==> src/inc/fll_map.svh <==
`ifndef FLL_MAP_SVH
`define FLL_MAP_SVH
// Register offsets on the control interface.
`define FLL_OFS_PLL3_FRAC  8'h8F
`define FLL_OFS_PLL_SRC    8'h83
`define FLL_OFS_SEQ        8'h96
`define FLL_OFS_SRC        8'h9B
`define FLL_OFS_DIV        8'h9C
`define FLL_OFS_VCO        8'h9D
`define FLL_OFS_FRC        8'h9F
`define FLL_OFS_NUM        8'hA0
`define FLL_OFS_DEN        8'hA1
`define FLL_OFS_NMUL       8'hA2
`define FLL_OFS_STATUS     8'hA3
// Reset values, reserved bits included.
`define FLL_RST_PLL3_FRAC  16'h0097
`define FLL_RST_PLL_SRC    16'h0010
`define FLL_RST_SEQ        16'h0003
`define FLL_RST_SRC        16'h000C
`define FLL_RST_DIV        16'h0039
`define FLL_RST_VCO        16'h0180
`define FLL_RST_FRC        16'h0032
`define FLL_RST_NUM        16'h0018
`define FLL_RST_DEN        16'h007D
`define FLL_RST_NMUL       16'h0008
// Implemented bits; all others read as zero.
`define FLL_MSK_PLL3_FRAC  16'h00FF
`define FLL_MSK_PLL_SRC    16'h0013
`define FLL_MSK_SEQ        16'h0003
`define FLL_MSK_SRC        16'h006F
`define FLL_MSK_DIV        16'h01FB
`define FLL_MSK_VCO        16'h0187
`define FLL_MSK_FRC        16'h007F
`define FLL_MSK_NMUL       16'h03FF
// Field positions.
`define FLL_BIT_PLL_SEL    1
`define FLL_BIT_SEQ_EN     1
`define FLL_BIT_LOOP_EN    0
`define FLL_BIT_OSC_EN     1
`define FLL_BIT_FRAC_EN    2
`define FLL_BIT_FORCE      0
`define FLL_POS_SRC        5
`define FLL_POS_OUTDIV     3
`define FLL_POS_FRC_VAL    1
`endif

==> src/inc/fll_pkg.sv <==
package fll_pkg;
  // One register word of the control interface.
  typedef logic [15:0] fll_word_t;
  // Reference source codes in field order 00, 01, 10, 11.
  typedef enum logic [1:0] {
    FLL_REF_MASTER,
    FLL_REF_BIT,
    FLL_REF_OSC,
    FLL_REF_RSVD
  } fll_ref_t;
endpackage

==> src/hw/fll_config_top.sv <==
`timescale 1ns/1ps
`include "fll_map.svh"
// Functional notes
// - Keep third PLL fraction low byte separately.
// - Reference source: master, bit, oscillator, reserved.
// - Fractional bit selects integer or fractional mode.
// - Loop enable and free-run oscillator enable.
// - Output clock is vco divided by code+1.
// - Predivide reference by one, two or four.
// - Vco ratio code multiplies by 1..16.
// - Forced select drives oscillator from forced value.
// - Any forced value accepted; reset gives 011001.
// - Numerator of fraction, used in fractional mode.
// - Denominator divides numerator to form fraction.
// - Ten-bit integer multiplier, reset value eight.
// - Pll input select: oscillator 0, master 1.
module fll_config_top #(
  parameter int DIV_W = 7,  // Width of the divide ratios.
  parameter int CNT_W = 16  // Width of the vco tick counter.
) (
  input  logic              clk,              // 100 MHz system clock.
  input  logic              rst,              // Synchronous reset, active high.
  input  logic [7:0]        reg_addr,         // Register offset.
  input  fll_pkg::fll_word_t reg_wdata,       // Write data.
  input  logic              reg_write,        // Write strobe, one cycle.
  input  logic              reg_read,         // Read strobe, one cycle.
  output fll_pkg::fll_word_t reg_rdata,       // Read data, registered.
  output logic              reg_rvalid,       // Read data valid pulse.
  input  logic              master_clock_in,  // Master clock pin.
  input  logic              bit_clock_in,     // Bit clock pin.
  input  logic              int_osc_in,       // Internal oscillator clock.
  input  logic              vco_clock,        // Loop oscillator clock.
  output logic              ref_tick,         // Divided reference pulse.
  output logic              loop_output_clock,// Divided vco pulse.
  output logic [5:0]        osc_code,         // Oscillator control code.
  output logic              osc_power,        // Oscillator powered.
  output logic [14:0]       vco_target,       // Vco ticks per ref period.
  output logic [7:0]        third_pll_fraction,// Third PLL fraction low byte.
  output logic              seq_enable,       // Sequencer enable.
  output logic              pll_input_select, // PLL input clock select.
  output logic              seq_conflict      // Sequencer on with master.
);
  import fll_pkg::*;

  // All state of the block, registers first.
  typedef struct packed {
    fll_word_t        pll3_frac;  // Third PLL fraction low byte.
    fll_word_t        pll_src;    // PLL clock source register.
    fll_word_t        seq;        // Sequencer control.
    fll_word_t        src;        // Loop control and source.
    fll_word_t        div;        // Output and reference dividers.
    fll_word_t        vco;        // Vco ratio.
    fll_word_t        frc;        // Forced oscillator.
    fll_word_t        num;        // Fraction numerator.
    fll_word_t        den;        // Fraction denominator.
    fll_word_t        nmul;       // Integer multiplier.
    fll_word_t        rdata;      // Read data.
    logic             rvalid;     // Read answer pulse.
    logic             ref_lvl;    // Last selected reference level.
    logic             vco_lvl;    // Last vco level.
    logic [15:0]      acc;        // Fraction accumulator.
    logic [CNT_W-1:0] vcnt;       // Vco ticks in this period.
    logic [14:0]      target;     // Expected vco ticks per period.
    logic [5:0]       code;       // Oscillator control code.
  } fll_state_t;

  fll_state_t st;
  fll_state_t next_st;

  logic [3:0]       pin_lvl;      // Synchronised pin levels.
  logic             ref_sel;      // Level of selected reference.
  logic             ref_edge;     // Rising edge of reference.
  logic             vco_edge;     // Rising edge of vco.
  logic             div_ref;      // Predivided reference pulse.
  logic [DIV_W-1:0] pre_ratio;    // Predivide ratio.
  logic [DIV_W-1:0] out_ratio;    // Output divide ratio.
  logic             loop_en;      // Loop enable bit.
  logic             frac_en;      // Fractional mode bit.
  logic             force_sel;    // Forced oscillator select.
  fll_ref_t         src_code;     // Reference source field.
  logic [16:0]      frac_sum;     // Accumulator plus numerator.
  logic             carry;        // Fractional carry this period.
  logic [10:0]      nsum;         // Integer part plus carry.

  // Shift amount for the vco ratio code; any 1XX code means sixteen.
  function automatic logic [2:0] vco_shift(input logic [2:0] c);
    logic [2:0] s;
    s = 3'h4;
    if (!c[2]) begin
      s = {1'b0, c[1:0]};
    end
    return s;
  endfunction

  // Register read mux; unmapped offsets read as zero.
  function automatic fll_word_t read_word(input fll_state_t s, input logic [7:0] a);
    fll_word_t w;
    w = 16'h0000;
    unique case (a)
      `FLL_OFS_PLL3_FRAC: w = s.pll3_frac;
      `FLL_OFS_PLL_SRC:   w = s.pll_src;
      `FLL_OFS_SEQ:       w = s.seq;
      `FLL_OFS_SRC:       w = s.src;
      `FLL_OFS_DIV:       w = s.div;
      `FLL_OFS_VCO:       w = s.vco;
      `FLL_OFS_FRC:       w = s.frc;
      `FLL_OFS_NUM:       w = s.num;
      `FLL_OFS_DEN:       w = s.den;
      `FLL_OFS_NMUL:      w = s.nmul;
      `FLL_OFS_STATUS:    w = {13'h0000, seq_conflict, loop_en & ~force_sel, src_code == FLL_REF_RSVD};
      default:            w = 16'h0000;
    endcase
    return w;
  endfunction

  // Clock pins cross into the system domain; sampling limits usable
  // reference and vco rates to well under half of 100 MHz.
  fll_sync #(
    .W(4)
  ) u_sync (
    .clk    (clk),
    .rst    (rst),
    .pin_in ({vco_clock, int_osc_in, bit_clock_in, master_clock_in}),
    .level  (pin_lvl)
  );

  // Field decode from the stored registers.
  always_comb begin
    loop_en   = st.src[`FLL_BIT_LOOP_EN];
    frac_en   = st.src[`FLL_BIT_FRAC_EN];
    force_sel = st.frc[`FLL_BIT_FORCE];
    src_code  = fll_ref_t'(st.src[`FLL_POS_SRC +: 2]);
  end

  // Reference selection; the reserved code leaves the loop without reference.
  always_comb begin
    unique case (src_code)
      FLL_REF_MASTER: ref_sel = pin_lvl[0];
      FLL_REF_BIT:    ref_sel = pin_lvl[1];
      FLL_REF_OSC:    ref_sel = pin_lvl[2];
      FLL_REF_RSVD:   ref_sel = 1'b0;
    endcase
    ref_edge = ref_sel & ~st.ref_lvl;
    vco_edge = pin_lvl[3] & ~st.vco_lvl;
  end

  // Divide ratios; a reserved predivide code stops the reference.
  always_comb begin
    unique case (st.div[1:0])
      2'h0:    pre_ratio = DIV_W'(1);
      2'h1:    pre_ratio = DIV_W'(2);
      2'h2:    pre_ratio = DIV_W'(4);
      default: pre_ratio = DIV_W'(0);
    endcase
    out_ratio = DIV_W'({1'b0, st.div[`FLL_POS_OUTDIV +: 6]} + 7'h01);
  end

  // Reference predivider.
  fll_div #(
    .W(DIV_W)
  ) u_prediv (
    .clk      (clk),
    .rst      (rst),
    .tick_in  (ref_edge),
    .ratio    (pre_ratio),
    .tick_out (div_ref)
  );

  // Output divider from the vco.
  fll_div #(
    .W(DIV_W)
  ) u_outdiv (
    .clk      (clk),
    .rst      (rst),
    .tick_in  (vco_edge),
    .ratio    (out_ratio),
    .tick_out (loop_output_clock)
  );

  // Fractional accumulator: the numerator is added once per reference
  // period and the denominator is taken off on overflow, so on average the
  // multiplier gains numerator over denominator without a divider.
  always_comb begin
    frac_sum = {1'b0, st.acc} + {1'b0, st.num};
    // A zero denominator never yields a carry rather than running away.
    carry = frac_en && (st.den != 16'h0000) && (frac_sum >= {1'b0, st.den});
    nsum  = {1'b0, st.nmul[9:0]} + {10'h000, carry};
  end

  // Next-state logic for registers, read port and loop.
  always_comb begin
    next_st        = st;
    next_st.rvalid = 1'b0;
    next_st.ref_lvl = ref_sel;
    next_st.vco_lvl = pin_lvl[3];

    // Writes store implemented bits; reserved bits keep what was written.
    if (reg_write) begin
      unique case (reg_addr)
        `FLL_OFS_PLL3_FRAC: next_st.pll3_frac = reg_wdata & `FLL_MSK_PLL3_FRAC;
        `FLL_OFS_PLL_SRC:   next_st.pll_src = reg_wdata & `FLL_MSK_PLL_SRC;
        `FLL_OFS_SEQ:       next_st.seq = reg_wdata & `FLL_MSK_SEQ;
        `FLL_OFS_SRC:       next_st.src = reg_wdata & `FLL_MSK_SRC;
        `FLL_OFS_DIV:       next_st.div = reg_wdata & `FLL_MSK_DIV;
        `FLL_OFS_VCO:       next_st.vco = reg_wdata & `FLL_MSK_VCO;
        `FLL_OFS_FRC:       next_st.frc = reg_wdata & `FLL_MSK_FRC;
        `FLL_OFS_NUM:       next_st.num = reg_wdata;
        `FLL_OFS_DEN:       next_st.den = reg_wdata;
        `FLL_OFS_NMUL:      next_st.nmul = reg_wdata & `FLL_MSK_NMUL;
        default: begin
          // Unmapped and read-only offsets ignore writes.
        end
      endcase
    end

    // Read data returns the value before a same-cycle write.
    if (reg_read) begin
      next_st.rdata  = read_word(st, reg_addr);
      next_st.rvalid = 1'b1;
    end

    // Count vco edges within each reference period, saturating.
    if (div_ref) begin
      next_st.vcnt = CNT_W'(vco_edge);
    end else if (vco_edge && (st.vcnt != '1)) begin
      next_st.vcnt = CNT_W'(st.vcnt + 1'b1);
    end

    // Once per divided reference period the target is refreshed.
    if (div_ref) begin
      if (frac_en) begin
        next_st.acc = carry ? 16'(frac_sum - {1'b0, st.den}) : frac_sum[15:0];
      end else begin
        // Integer mode drops the fraction entirely.
        next_st.acc = 16'h0000;
      end
      next_st.target = 15'({4'h0, nsum} << vco_shift(st.vco[2:0]));
    end

    // Oscillator control: forced value wins over the loop.
    if (force_sel) begin
      next_st.code = st.frc[`FLL_POS_FRC_VAL +: 6];
    end else if (loop_en && div_ref) begin
      // Step the code one unit toward the expected tick count.
      if ((st.vcnt < {1'b0, st.target}) && (st.code != 6'h3F)) begin
        next_st.code = 6'(st.code + 1'b1);
      end else if ((st.vcnt > {1'b0, st.target}) && (st.code != 6'h00)) begin
        next_st.code = 6'(st.code - 1'b1);
      end
    end
  end

  // State register with documented reset values.
  always_ff @(posedge clk) begin
    if (rst) begin
      st           <= '0;
      st.pll3_frac <= `FLL_RST_PLL3_FRAC;
      st.pll_src   <= `FLL_RST_PLL_SRC;
      st.seq       <= `FLL_RST_SEQ;
      st.src       <= `FLL_RST_SRC;
      st.div       <= `FLL_RST_DIV;
      st.vco       <= `FLL_RST_VCO;
      st.frc       <= `FLL_RST_FRC;
      st.num       <= `FLL_RST_NUM;
      st.den       <= `FLL_RST_DEN;
      st.nmul      <= `FLL_RST_NMUL;
      st.code      <= 6'h19;
    end else begin
      st <= next_st;
    end
  end

  // Outputs straight from state.
  assign reg_rdata          = st.rdata;
  assign reg_rvalid         = st.rvalid;
  assign ref_tick           = div_ref;
  assign osc_code           = st.code;
  // The oscillator runs for the loop or for free running on its own.
  assign osc_power          = loop_en | st.src[`FLL_BIT_OSC_EN];
  assign vco_target         = st.target;
  assign third_pll_fraction = st.pll3_frac[7:0];
  assign seq_enable         = st.seq[`FLL_BIT_SEQ_EN];
  assign pll_input_select   = st.pll_src[`FLL_BIT_PLL_SEL];
  // Flags software that left the sequencer on with the master clock selected.
  assign seq_conflict       = seq_enable & pll_input_select;
endmodule

==> src/hw/fll_sync.sv <==
`timescale 1ns/1ps
module fll_sync #(
  parameter int W = 4  // Number of pins synchronised.
) (
  input  logic         clk,     // System clock.
  input  logic         rst,     // Synchronous reset, active high.
  input  logic [W-1:0] pin_in,  // Asynchronous pin levels.
  output logic [W-1:0] level    // Filtered level per pin.
);
  // Three stages and the accepted level.
  typedef struct packed {
    logic [W-1:0] s1;
    logic [W-1:0] s2;
    logic [W-1:0] s3;
    logic [W-1:0] stable;
  } fll_sync_t;

  fll_sync_t st;
  fll_sync_t next_st;

  // The first stage feeds only the second, so metastability never reaches logic.
  always_comb begin
    next_st    = st;
    next_st.s1 = pin_in;
    next_st.s2 = st.s1;
    next_st.s3 = st.s2;
    for (int i = 0; i < W; i++) begin
      // A change counts once the second and third stages agree.
      if (st.s2[i] == st.s3[i]) begin
        next_st.stable[i] = st.s3[i];
      end
    end
  end

  // State register.
  always_ff @(posedge clk) begin
    if (rst) begin
      st <= '0;
    end else begin
      st <= next_st;
    end
  end

  assign level = st.stable;
endmodule

==> src/hw/fll_div.sv <==
`timescale 1ns/1ps
module fll_div #(
  parameter int W = 7  // Width of the ratio and the count.
) (
  input  logic         clk,       // System clock.
  input  logic         rst,       // Synchronous reset, active high.
  input  logic         tick_in,   // One pulse per input period.
  input  logic [W-1:0] ratio,     // Divide ratio; zero stops the output.
  output logic         tick_out   // One pulse per ratio input pulses.
);
  // Count and registered output pulse.
  typedef struct packed {
    logic [W-1:0] cnt;
    logic         out;
  } fll_div_t;

  fll_div_t st;
  fll_div_t next_st;

  // A ratio change takes effect at the next wrap or at once if below the count.
  always_comb begin
    next_st     = st;
    next_st.out = 1'b0;
    if (ratio == '0) begin
      // Stopped divider holds no stale phase.
      next_st.cnt = '0;
    end else if (tick_in) begin
      if (st.cnt >= W'(ratio - 1'b1)) begin
        next_st.cnt = '0;
        next_st.out = 1'b1;
      end else begin
        next_st.cnt = W'(st.cnt + 1'b1);
      end
    end
  end

  // State register.
  always_ff @(posedge clk) begin
    if (rst) begin
      st <= '0;
    end else begin
      st <= next_st;
    end
  end

  assign tick_out = st.out;
endmodule

==> config.mk <==
export PLATFORM = sky130hd
export DESIGN_NAME = fll_config_top
export DESIGN_NICKNAME = d
export VERILOG_FILES = /design/src/inc/fll_pkg.sv /design/src/hw/fll_config_top.sv /design/src/hw/fll_sync.sv /design/src/hw/fll_div.sv
export VERILOG_INCLUDE_DIRS = /design/src /design/src/inc
export SDC_FILE = /design/constraint.sdc
export NUM_CORES = 1
export LEC_CHECK = 0
export ABC_AREA = 1
export BUFFER_PORTS_ARGS = -buffer_cell sky130_fd_sc_hd__buf_2
export CAP_MARGIN = 30
export CORE_ASPECT_RATIO = 1.25
export CORE_MARGIN = 2
export CORE_UTILIZATION = 55
export CTS_CLUSTER_DIAMETER = 120
export DETAILED_ROUTE_END_ITERATION = 8
export PLACE_DENSITY = 0.77
export SKIP_LAST_GASP = 1
export SLEW_MARGIN = 20
export SYNTH_ARGS = -nofsm -noshare
export SYNTH_HDL_FRONTEND = slang
export SYNTH_SLANG_ARGS = --single-unit
==> constraint.sdc <==
create_clock -name clk -period 4.8 [get_ports clk]
set_input_delay 0.24 -clock clk [delete_from_list [all_inputs] [get_ports clk]]
set_output_delay 0.24 -clock clk [all_outputs]
set_load 0.01 [all_outputs]
Yosys cells after proc, flatten, opt, wreduce, memory -nomap -nowiden. Index checks and enable logic that the tools add are counted.

Bits in registers: 185. Latch bits: 0. RAM bits: 0. ROM bits: 0. Input bits: 32. Output and inout port bits: 52. Logic and storage cells: 128. Memories kept: 0.

$add $sub $neg: 11. Multipliers: 0. Divide/modulo/power cells: 0. $lt $le $gt $ge: 5. Equal/unequal tests: 22. Shifts and indexed selects: 1. Multiplexer cells: 18. Bitwise logic cells: 10. Reduce and logical (&&, ||, !) cells: 31.

Operators with widths (count): 16-bit one-hot mux with 11 select lines (1); 8-bit equality test, second input constant (11); 16-bit two-way mux (2); 6-bit two-way mux (4); 2-bit AND reduction (11); 16-bit by 16-bit adder with 17-bit output (1); 17-bit by 16-bit >= comparator with 1-bit output (1); 16-bit by 1-bit adder with 16-bit output, second input constant (1); 16-bit by 15-bit > comparator with 1-bit output (1); 16-bit by 15-bit < comparator with 1-bit output (1); 16-bit inequality test, second input constant (1); 16-bit nonzero test (1); 16-bit subtractor (1); 11-bit by 3-bit << shifter with 15-bit output (1); 7-bit by 1-bit adder with 7-bit output, second input constant (2); 7-bit >= comparator (2); 7-bit zero test (2); 7-bit two-way mux (2); 10-bit by 1-bit adder with 11-bit output (1); 3-bit one-hot mux with 3 select lines (1); 6-bit by 1-bit adder with 7-bit output, second input constant (1); 7-bit by 1-bit subtractor with 7-bit output, second input constant (1); 6-bit by 1-bit adder with 6-bit output, second input constant (1); 2-bit equality test, second input constant (3); 18 further kinds (44).

Longest topological paths before layout. Gate-level depths: netlist of run 1.

Depth in word-level cells: 6. Gate-level depth with buffers: 35. Gate-level depth less buffers: 34.

Modules after synthesis. A second synthesis of run 1 with hierarchy kept.

Cell total of the unflattened synthesis: 1686. Area, all modules: 11507.3 sq um.

Modules (own cells, without submodules): fll_config_top (instances 1, cells each 1434, area an instance 9680.5 sq um, seq. area each 3062.9 sq um); fll_div (instances 2, cells each 97, area an instance 658.1 sq um, seq. area each 160.2 sq um); fll_sync (instances 1, cells each 58, area an instance 510.5 sq um, seq. area each 320.3 sq um).

Least setup slack after synthesis of run 1. Ideal clock, no wire load.

Path kind: flip-flop to flip-flop. From: register st[104] (netlist name). To: register st (netlist bit vco_target[12]). Setup time: 0.117 ns. Arrival time: 4.338 ns. Data required time: 4.683 ns. Path slack: 0.345 ns. Cell stages (with the launch flop): 36. Path buffers: 1. Period minus slack after synthesis: 4.455 ns. Cell sequence: dfxtp_1 ha_1 inv_1 fa_1 o21ai_2 nand3_1 nand2_1 nand3_1 nand2_1 xor2_1 inv_1 ha_1 nand2_1 nor2_1 inv_1 nor3_1 nand2_1 nand2_1 nand2_2 nand2_4 nand2_4 buf_6 inv_1 ha_1 ha_1 nand2_1 inv_1 nand3b_1 nor2_1 nand2_1 nand2_1 nand2_1 o21ai_0 o21ai_0 a21oi_1 nor2_1.

Word-level cells in the longest chain between the ends: 5.

Ends and longest elaborated chain: start: declaration (RTL line fll_config_top.sv:67) `fll_state_t st;`; start signal: assignment (RTL line fll_config_top.sv:269) `st <= next_st;`; 16-bit by 16-bit adder with 17-bit output (RTL line fll_config_top.sv:184) `frac_sum = {1'b0, st.acc} + {1'b0, st.num};`; 17-bit by 16-bit >= comparator with 1-bit output (RTL line fll_config_top.sv:186) `carry = frac_en && (st.den != 16'h0000) && (frac_sum >= {1'b0, st.den});`; 1-bit logical AND (RTL line fll_config_top.sv:186); 10-bit by 1-bit adder with 11-bit output (RTL line fll_config_top.sv:187) `nsum = {1'b0, st.nmul[9:0]} + {10'h000, carry};`; 11-bit by 3-bit << shifter with 15-bit output (RTL line fll_config_top.sv:237) `next_st.target = 15'({4'h0, nsum} << vco_shift(st.vco[2:0]));`.

No other way between the ends. A chain may end at the register's enable or synchronous reset.

Worst setup path in the final report of run 1.
From: register st[39] (netlist name). To: register st (netlist bit vco_target[8]).

Same word-level chain as after synthesis.

==> results of run 1 <==
==> layout make-up <==
| class | count | area (µm²) |
|---|---|---|
| fillers | 1932 | 7815 |
| repair buffers | 101 | 556.8 |
| diodes | 1 | 2.502 |
| inverters | 227 | 854.6 |
| clock buffers | 19 | 452.9 |
| clock inverters | 13 | 111.4 |
| flip-flops and latches | 185 | 3706 |
| well taps | 270 | 337.8 |
| multi-input cells | 1144 | 6337 |
==> cells by family after synthesis <==
kind of cell	count (synthesis)	share of synthesized area [%]
multiplexers	2	0.1770
buffers and inverters	312	12.15
XOR/XNOR	46	3.561
AO/OA/AOI/OAI	338	16.71
adder cells (fa/ha/maj)	74	8.383
flip-flops	185	32.74
AND/OR/NAND/NOR	684	26.28
==> per-layer routing <==
layer	vias to the layer above	wire length [µm]	global-route usage (%)
met2	334	16230	53.60
met1	5014	12380	31.75
met3	92	1584	4.321
met4	2	1329	14.27
li1	5425	-	-
met5	-	11	0
==> repair_timing <==
item | CTS | global route
resized for setup | 1 | 27
pin swaps | 0 | 18
endpoints found under the setup margin | 2 | 13
buffers inserted | 0 | 7
endpoints found under the hold margin | 1 | 0
hold buffers | 1 | 0
==> final timing paths <==
path / start / end / slack [ps] / depth (start not counted)
setup / recovery: st[39] / vco_target[8] / 310 / 27
hold / removal: int_osc_in / u_sync.next_st[10] / 4 / 3
setup reg to reg: st[39] / vco_target[8] / 310 / 27
hold reg to reg: u_sync.next_st[11] / u_sync.next_st[7] / 400 / 2
==> power breakdown <==
group	switching (mW)	total [mW]	internal, mW
clock	0.643	1.35	0.706
sequential	0.00320	1.54	1.54
combinational	0.0915	0.124	0.0328
total	0.738	3.02	2.28
==> stage by stage <==
stage                     setup slack (ps)  TNS, ps  total power [mW]
after floorplan                      345.1        0             1.650
final                                305.0        0             3.018
after global routing                -46.57   -89.62             3.098
after CTS                            69.36        0             3.023
after detailed placement             16.85        0             1.698
after global placement               135.9        0             1.697
==> cell usage after synthesis, drive strengths merged <==
library cell | count | share of area (%)
xor2 | 31 | 2.4
or2 | 4 | 0.22
clkinv | 4 | 0.13
a31oi | 4 | 0.28
nor2 | 154 | 5.5
and3 | 1 | 0.055
nor3 | 29 | 1.4
o21ai | 109 | 4.9
a22oi | 2 | 0.13
inv | 223 | 7.4
o21a | 3 | 0.20
o221ai | 1 | 0.077
mux2i | 2 | 0.18
o22ai | 29 | 1.6
o31ai | 1 | 0.066
nand3b | 6 | 0.40
nand3 | 111 | 4.9
a21oi | 145 | 6.4
a32oi | 1 | 0.077
o21bai | 3 | 0.20
and2 | 1 | 0.055
xnor2 | 15 | 1.2
a21o | 10 | 0.66
o211a | 1 | 0.088
buf | 60 | 3.8
ha | 71 | 7.9
nor4 | 3 | 0.17
clkbuf | 25 | 0.83
nor3b | 2 | 0.13
nand2 | 348 | 12
o2111ai | 2 | 0.15
nor4b | 1 | 0.21
a211oi | 15 | 1.0
o211ai | 10 | 0.66
dfxtp | 185 | 33
nand4 | 24 | 1.5
fa | 3 | 0.53
a21boi | 1 | 0.066
o41ai | 1 | 0.077
==> flip-flops by register name, indices dropped and copies added (netlist names) <==
name,cells
force_sel,1
frac_en,1
loop_en,1
osc_code,6
pll_input_select,1
reg_rdata,16
reg_rvalid,1
seq_enable,1
src_code,2
st,100
third_pll_fraction,8
u_outdiv.st,7
u_outdiv.tick_out,1
u_prediv.st,7
u_prediv.tick_out,1
u_sync.level,4
u_sync.next_st,8
u_sync.st,4
vco_target,15
==> tightest hold or removal path: stages <==
cell and delay (ps):
buf_2 70, inv_1 30, nor2_1 60
==> flow_metrics.tcl, run 1 <==
set metrics [dict create \
    crit_buf_inv 5 \
    ant_nets 0 \
    drv_slew 0 \
    hpwl_um 24120 \
    ys_warn_count 0 \
    grt_pass1_vias 10260 \
    tightest_slew_ps 742.5 \
    crit_type "register to register" \
    arrival_ps 4860 \
    wl_um 31530 \
    avgViaCountPerCell 5.544 \
    max_freq_mhz 222.5 \
    whs_ps 4.060 \
    layout_worst_path_cycle_share_pct 93.65 \
    clock-skew-final_ps 11.00 \
    root_buffer "clkbuf_16" \
    critPathMaxFanout 5 \
    rsz0062_at_grt "true" \
    final_cell_mix "nand2_1, inv_1, dfxtp_1, a21oi_1, nor2_1" \
    postPlaceCellArea_um2 11610 \
    drt_iter0_drc 774 \
    drcViolationCount 0 \
    drv_cap 0 \
    ctsLongestPathBuffers 2 \
    grt_overflow 0 \
    grt_pass1_wl_um 50010 \
    initial_core_util_pct 56.08 \
    syn2layout_area_growth_pct 9.246 \
    slowest_delay_ps 370 \
    start_kind "register" \
    cts_tree "built" \
    synth_nets 1747 \
    drive_gt1_share_pct 10.89 \
    core-area_um2 20170 \
    globalplace.congestion 0.9801 \
    finalHoldViolations 0 \
    fp.dieW_um 132.3 \
    cpMostUsedCell "inv_1" \
    ys_seq_area_share_pct 32.74 \
    run_status "completed" \
    setup.worst_path.end_class "register" \
    antenna_found_initial 2 \
    clkLatencyLatePin_ps 440 \
    place.port_buffers 83 \
    finalSetupViolations 0 \
    fin_util_pct 61.26 \
    die_area_um2 21740 \
    slew_headroom_pct 50.50 \
    syn_area_um2 11310 \
    ios 84 \
    routed-via-count 10870 \
    cp.required_ps 5170 \
    yosysUniqueCellTypes 54 \
    clock_sinks 185 \
    p_per_area_nw_per_um2 244.1 \
    path_delay_family "adder cells" \
    min_period_ps 4495 \
    placed_cells 1918 \
    first_pass_iters 5 \
    ys_ff_latch 185 \
    cts_inserted_buffers 17 \
    clkTransAtPathRegs_ps 70 \
    final_nets 1782 \
    htreeDepth 4 \
    grt_max_degree 68 \
    track_usage_pct 28.71 \
    ir_drop_v 0.0002499 \
    wl_per_cell_um 16.09 \
    fin_cells 1960 \
    fp.dieH_um 164.4 \
    final_common_cell "nand2_1" \
    p_leak_nw 5.669 \
    min_path_type "primary input to register" \
    crit_slowest_cell "ha_1" \
    design_area_um2 12360 \
    synth_area_per_cell_um2 6.894 \
    row_count 58 \
    synthesis.instances 1641 \
]
No activity file was read; power rests on OpenSTA's default activity.
==> run 2: changes to the inputs <==
--- a/config.mk
+++ b/config.mk
@@ -7,7 +7,7 @@
 export NUM_CORES = 1
 export LEC_CHECK = 0
 export ABC_AREA = 1
-export BUFFER_PORTS_ARGS = -buffer_cell sky130_fd_sc_hd__buf_2
+export BUFFER_PORTS_ARGS = -buffer_cell sky130_fd_sc_hd__buf_4
 export CAP_MARGIN = 30
 export CORE_ASPECT_RATIO = 1.25
 export CORE_MARGIN = 2
==> run 2 against run 1 <==
Net effect:
- sequential power is essentially flat
- wire length increased by 0.97%
- setup slack worse by 9.6 ps
- largest cell class unchanged
- cell area up 1.9%
- core utilization is 1.2 points higher
- register-to-register slack is essentially flat
- count of clock-buffer cells in the layout unchanged
- clock power is essentially flat
- highest routed layer is now met4
==> flow_metrics.tcl, run 2 (synthesized netlist as in run 1, its figures left out) <==
set metrics [dict create \
    grt_pass1_wl_um 51320 \
    track_usage_pct 29.46 \
    arrival_ps 4830 \
    p_leak_nw 5.718 \
    drive_gt1_share_pct 11.20 \
    grt_pass1_vias 10330 \
    core-area_um2 20170 \
    finalSetupViolations 0 \
    final_nets 1780 \
    p_per_area_nw_per_um2 242.7 \
    htreeDepth 4 \
    drv_slew 0 \
    fin_cells 1957 \
    critPathMaxFanout 4 \
    tightest_slew_ps 912.5 \
    clock_sinks 185 \
    fp.dieW_um 132.3 \
    clkTransAtPathRegs_ps 80 \
    finalHoldViolations 0 \
    switching_share_pct 24.90 \
    setup.worst_path.end_class "register" \
    top_register "st" \
    wl_um 31840 \
    multi_input_area_um2 6369 \
    cts_inserted_buffers 17 \
    row_count 58 \
    place.port_buffers 83 \
    globalplace.congestion 0.9863 \
    avgViaCountPerCell 5.508 \
    antenna_found_initial 0 \
    clkLatencyLatePin_ps 440 \
    crit_slowest_cell "fa_2" \
    clock-skew-final_ps 13.92 \
    pwr-share-comb_pct 4.3 \
    num-fill-cells 1923 \
    min_path_type "primary input to register" \
    syn2layout_area_growth_pct 11.31 \
    slowest_delay_ps 420 \
    drt_iter0_drc 692 \
    cp.required_ps 5130 \
    min_period_ps 4505 \
    cts_tree "built" \
    ios 84 \
    fp.dieH_um 164.4 \
    root_buffer "clkbuf_16" \
    final_cell_mix "nand2_1, inv_1, dfxtp_1, a21oi_1, nor2_1" \
    grt_overflow 0 \
    start_kind "register" \
    slew_headroom_pct 38.97 \
    die_area_um2 21740 \
    routed-via-count 10780 \
    final_common_cell "nand2_1" \
    run_status "completed" \
    p_sw_uw 761.0 \
    finalWorstSetupSlack_ps 295.4 \
    max_freq_mhz 222.0 \
    regArea_um2 3706 \
    first_pass_iters 6 \
    ir_drop_v 0.0002625 \
    layout_worst_path_cycle_share_pct 93.85 \
    dp_slack_ps 66.14 \
    crit_type "register to register" \
    largest_reg_flops 100 \
    placed_cells 1917 \
    drcViolationCount 0 \
    initial_core_util_pct 56.08 \
    wl_per_cell_um 16.27 \
    diodes 0 \
    whs_ps 6.900 \
    p_clk_share_pct 45.2 \
    ctsLongestPathBuffers 2 \
    drv_cap 0 \
    grt_max_degree 78 \
    ant_nets 0 \
    p_int_mw 2.296 \
    ff2ff_setup_slack_ps 300 \
    seq_power_share_pct 50.5 \
    hpwl_um 24280 \
]
==> run 2: changes by cell type in the layout (fill, tap and decap cells not counted), moves of 2 or more <==
cell / delta
buf_2: -83
nor2_2: +2
clkinv_8: +2
ha_1: -2
o21ai_1: -2
buf_4: +82
nor2_1: -2
o21ai_0: +2
==> run 2: repair_timing <==
item,CTS,global route
hold buffers,1,0
hold endpoints to repair,1,0
gates resized for setup,0,33
setup endpoints to repair,0,12
setup buffers,0,7
==> run 2: worst paths after layout <==
kind | from | to | cells past startpoint
worst min-delay path | master_clock_in | u_sync.next_st[8] | 3
worst max-delay path | st[37] | vco_target[12] | 32
worst max register to register | st[37] | vco_target[12] | 32
worst min register to register | u_sync.next_st[11] | u_sync.next_st[7] | 2
==> run 2: worst max-delay path: cells and delay by family, from the launching register on <==
family          cells  cell delay [ps]
xor+xnor            1              190
compound gates      6              970
simple gates       14             1140
fa+ha+maj           5             1190
flops               1              360
buf+inv             6              520
==> run 2: through the flow <==
stage | cell area, µm² | power (mW) | utilization, % | TNS, ps
after global routing | 12590 | 3.144 | 62.42 | -149.6
after floorplan | 11310 | 1.650 | - | 0
after CTS | 12400 | 3.067 | 61.49 | 0
final | 12590 | 3.057 | 62.42 | 0
after global placement | 11810 | 1.705 | 58.55 | 0
after detailed placement | 11810 | 1.706 | 58.55 | 0
==> run 2: final cells by class <==
cell class	instances	area share, %
Sequential cell	185	29.43
Multi-Input combinational cell	1144	50.57
Clock inverter	13	1.033
Tap cell	270	2.683
Clock buffer	19	3.597
Timing Repair Buffer	99	5.922
Inverter	227	6.766
==> run 2: power groups by stage <==
stage                     Clock, mW  Sequential (mW)  Combinational, mW
final                          1.38             1.54              0.131
after global routing           1.46             1.54              0.143
after CTS                      1.39             1.54              0.128
after detailed placement          0             1.58              0.127
after global placement            0             1.58              0.126
after floorplan                   0             1.58             0.0711
==> run 2: metal layers <==
metal  routed length [µm]  vias to the layer above  GRT usage (%)
met2                16410                      366          54.29
met4                 1404                        0          14.96
met5                    0                        -              0
met1                12230                     4892          32.74
met3                 1791                       85          4.938
li1                     -                     5437              -
==> run 3: changes to the inputs <==
--- a/config.mk
+++ b/config.mk
@@ -10,7 +10,6 @@
 export BUFFER_PORTS_ARGS = -buffer_cell sky130_fd_sc_hd__buf_4
 export CAP_MARGIN = 30
 export CORE_ASPECT_RATIO = 1.25
-export CORE_MARGIN = 2
 export CORE_UTILIZATION = 55
 export CTS_CLUSTER_DIAMETER = 120
 export DETAILED_ROUTE_END_ITERATION = 8
==> run 3 against run 2 <==
Net effect:
- cell count barely moved
- clock skew fell by 0.59 ps
- setup slack improved by 54 ps
- clock power barely moved
- worst hold slack improved by 5.8 ps
- sequential power barely moved
- wire length fell by 0.93%
- non-clock buffer count fell by 1
- core utilization barely moved
==> flow_metrics.tcl, run 3 (synthesized netlist as in run 1, its figures left out) <==
set metrics [dict create \
    place.port_buffers 83 \
    ir_drop_v 0.0002512 \
    routed-via-count 10920 \
    globalplace.congestion 0.9681 \
    fp.dieH_um 162.4 \
    arrival_ps 4730 \
    r2r-end "vco_target[10]" \
    design_area_um2 12600 \
    drt_iter0_drc 774 \
    grt_pass1_vias 10390 \
    finalWorstSetupSlack_ps 349.7 \
    min_period_ps 4450 \
    final_cell_mix "nand2_1, inv_1, dfxtp_1, a21oi_1, nor2_1" \
    p_per_area_nw_per_um2 244.1 \
    final_common_cell "nand2_1" \
    htreeDepth 4 \
    ff2ff_setup_slack_ps 350 \
    die_area_um2 21150 \
    top_register "st" \
    critPathMaxFanout 4 \
    ctsLongestPathBuffers 2 \
    tightest_slew_ps 985.7 \
    dp_slack_ps 20.74 \
    final_nets 1779 \
    crit_slowest_cell "fa_2" \
    cpMostUsedCell "nand2_1" \
    drive_gt1_share_pct 11.03 \
    wl_per_cell_um 16.13 \
    run_status "completed" \
    min_path_type "primary input to register" \
    layout_worst_path_cycle_share_pct 92.71 \
    cp-endpoint "vco_target[10]" \
    crit_type "register to register" \
    initial_core_util_pct 56.08 \
    critPathLaunch "st[104]" \
    ant_nets 0 \
    wl_um 31540 \
    first_pass_iters 7 \
    hpwl_um 24210 \
    cp.required_ps 5080 \
    syn2layout_area_growth_pct 11.39 \
    cts_tree "built" \
    row_count 58 \
    avgViaCountPerCell 5.584 \
    grt_pass1_wl_um 50750 \
    clock_sinks 185 \
    r2r-start "st[104]" \
    postPlaceCellArea_um2 11840 \
    clkTransAtPathRegs_ps 80 \
    setup.worst_path.end_class "register" \
    root_buffer "clkbuf_16" \
    fin_cells 1956 \
    drv_cap 0 \
    ios 84 \
    power_mw 3.076 \
    finalSetupViolations 0 \
    p_leak_nw 5.718 \
    antenna_found_initial 0 \
    grt_overflow 0 \
    finalHoldViolations 0 \
    rr_worst_depth 31 \
    slowest_delay_ps 410 \
    core-area_um2 20170 \
    regArea_um2 3706 \
    clock-skew-final_ps 13.33 \
    max_freq_mhz 224.7 \
    grt_max_degree 77 \
    clkLatencyLatePin_ps 440 \
    drcViolationCount 0 \
    slew_headroom_pct 34.08 \
    whs_ps 12.67 \
    cts_inserted_buffers 17 \
    start_kind "register" \
    placed_cells 1921 \
    track_usage_pct 30.87 \
    num-fill-cells 1949 \
    diodes 0 \
    multi_input_area_um2 6379 \
    fp.dieW_um 130.3 \
    largest_reg_flops 100 \
    drv_slew 0 \
    fin_util_pct 62.47 \
    setup_tns_ps 0 \
]
## run 3: worst min-delay path by stage
stage                             startpoint                 end  depth (start not counted)  slack [ps]
after floorplan                   int_osc_in  u_sync.next_st[10]                          2         350
after global placement    u_sync.next_st[10]   u_sync.next_st[6]                          2         390
after detailed placement  u_sync.next_st[11]   u_sync.next_st[7]                          2         400
after CTS                    master_clock_in   u_sync.next_st[8]                          3           4
after global routing            bit_clock_in   u_sync.next_st[9]                          3          20
final                        master_clock_in   u_sync.next_st[8]                          3          10
## run 3: critical path, delay by kind of cell (launching register included)
family	cells	cell delay (ps)
compound gates	4	460
xor+xnor	1	200
fa+ha+maj	5	1100
buf+inv	4	330
flops	1	370
simple gates	17	1790
## run 3: timing repair
action,in CTS,in global routing
setup endpoints to repair,3,12
setup buffers,0,2
gates resized for setup,1,33
hold buffers,1,0
endpoints found under the hold margin,1,0
pin swaps,0,14
## run 3: cell type report
type | count | area share (%)
Inverter | 227 | 6.781
Multi-Input combinational cell | 1144 | 50.62
Clock inverter | 12 | 0.9531
Tap cell | 270 | 2.681
Timing Repair Buffer | 98 | 5.858
Clock buffer | 20 | 3.703
Sequential cell | 185 | 29.41
## run 3: layer usage
metal | wire, µm | share of wire [%] | up-vias | track usage [%]
met4 | 1293 | 4.1 | 0 | 15.43
li1 | - | - | 5423 | -
met3 | 1807 | 5.7 | 96 | 4.566
met1 | 12180 | 39 | 4998 | 34.37
met5 | 0 | 0 | - | 0
met2 | 16260 | 52 | 405 | 56.26
## run 3: where the power goes
part           switching (mW)  total (mW)  leakage, nW  internal, mW
combinational          0.0920       0.133         3.93        0.0407
sequential            0.00331        1.54         1.49          1.54
clock                   0.667        1.40        0.293         0.733
total                   0.762        3.08         5.72          2.31
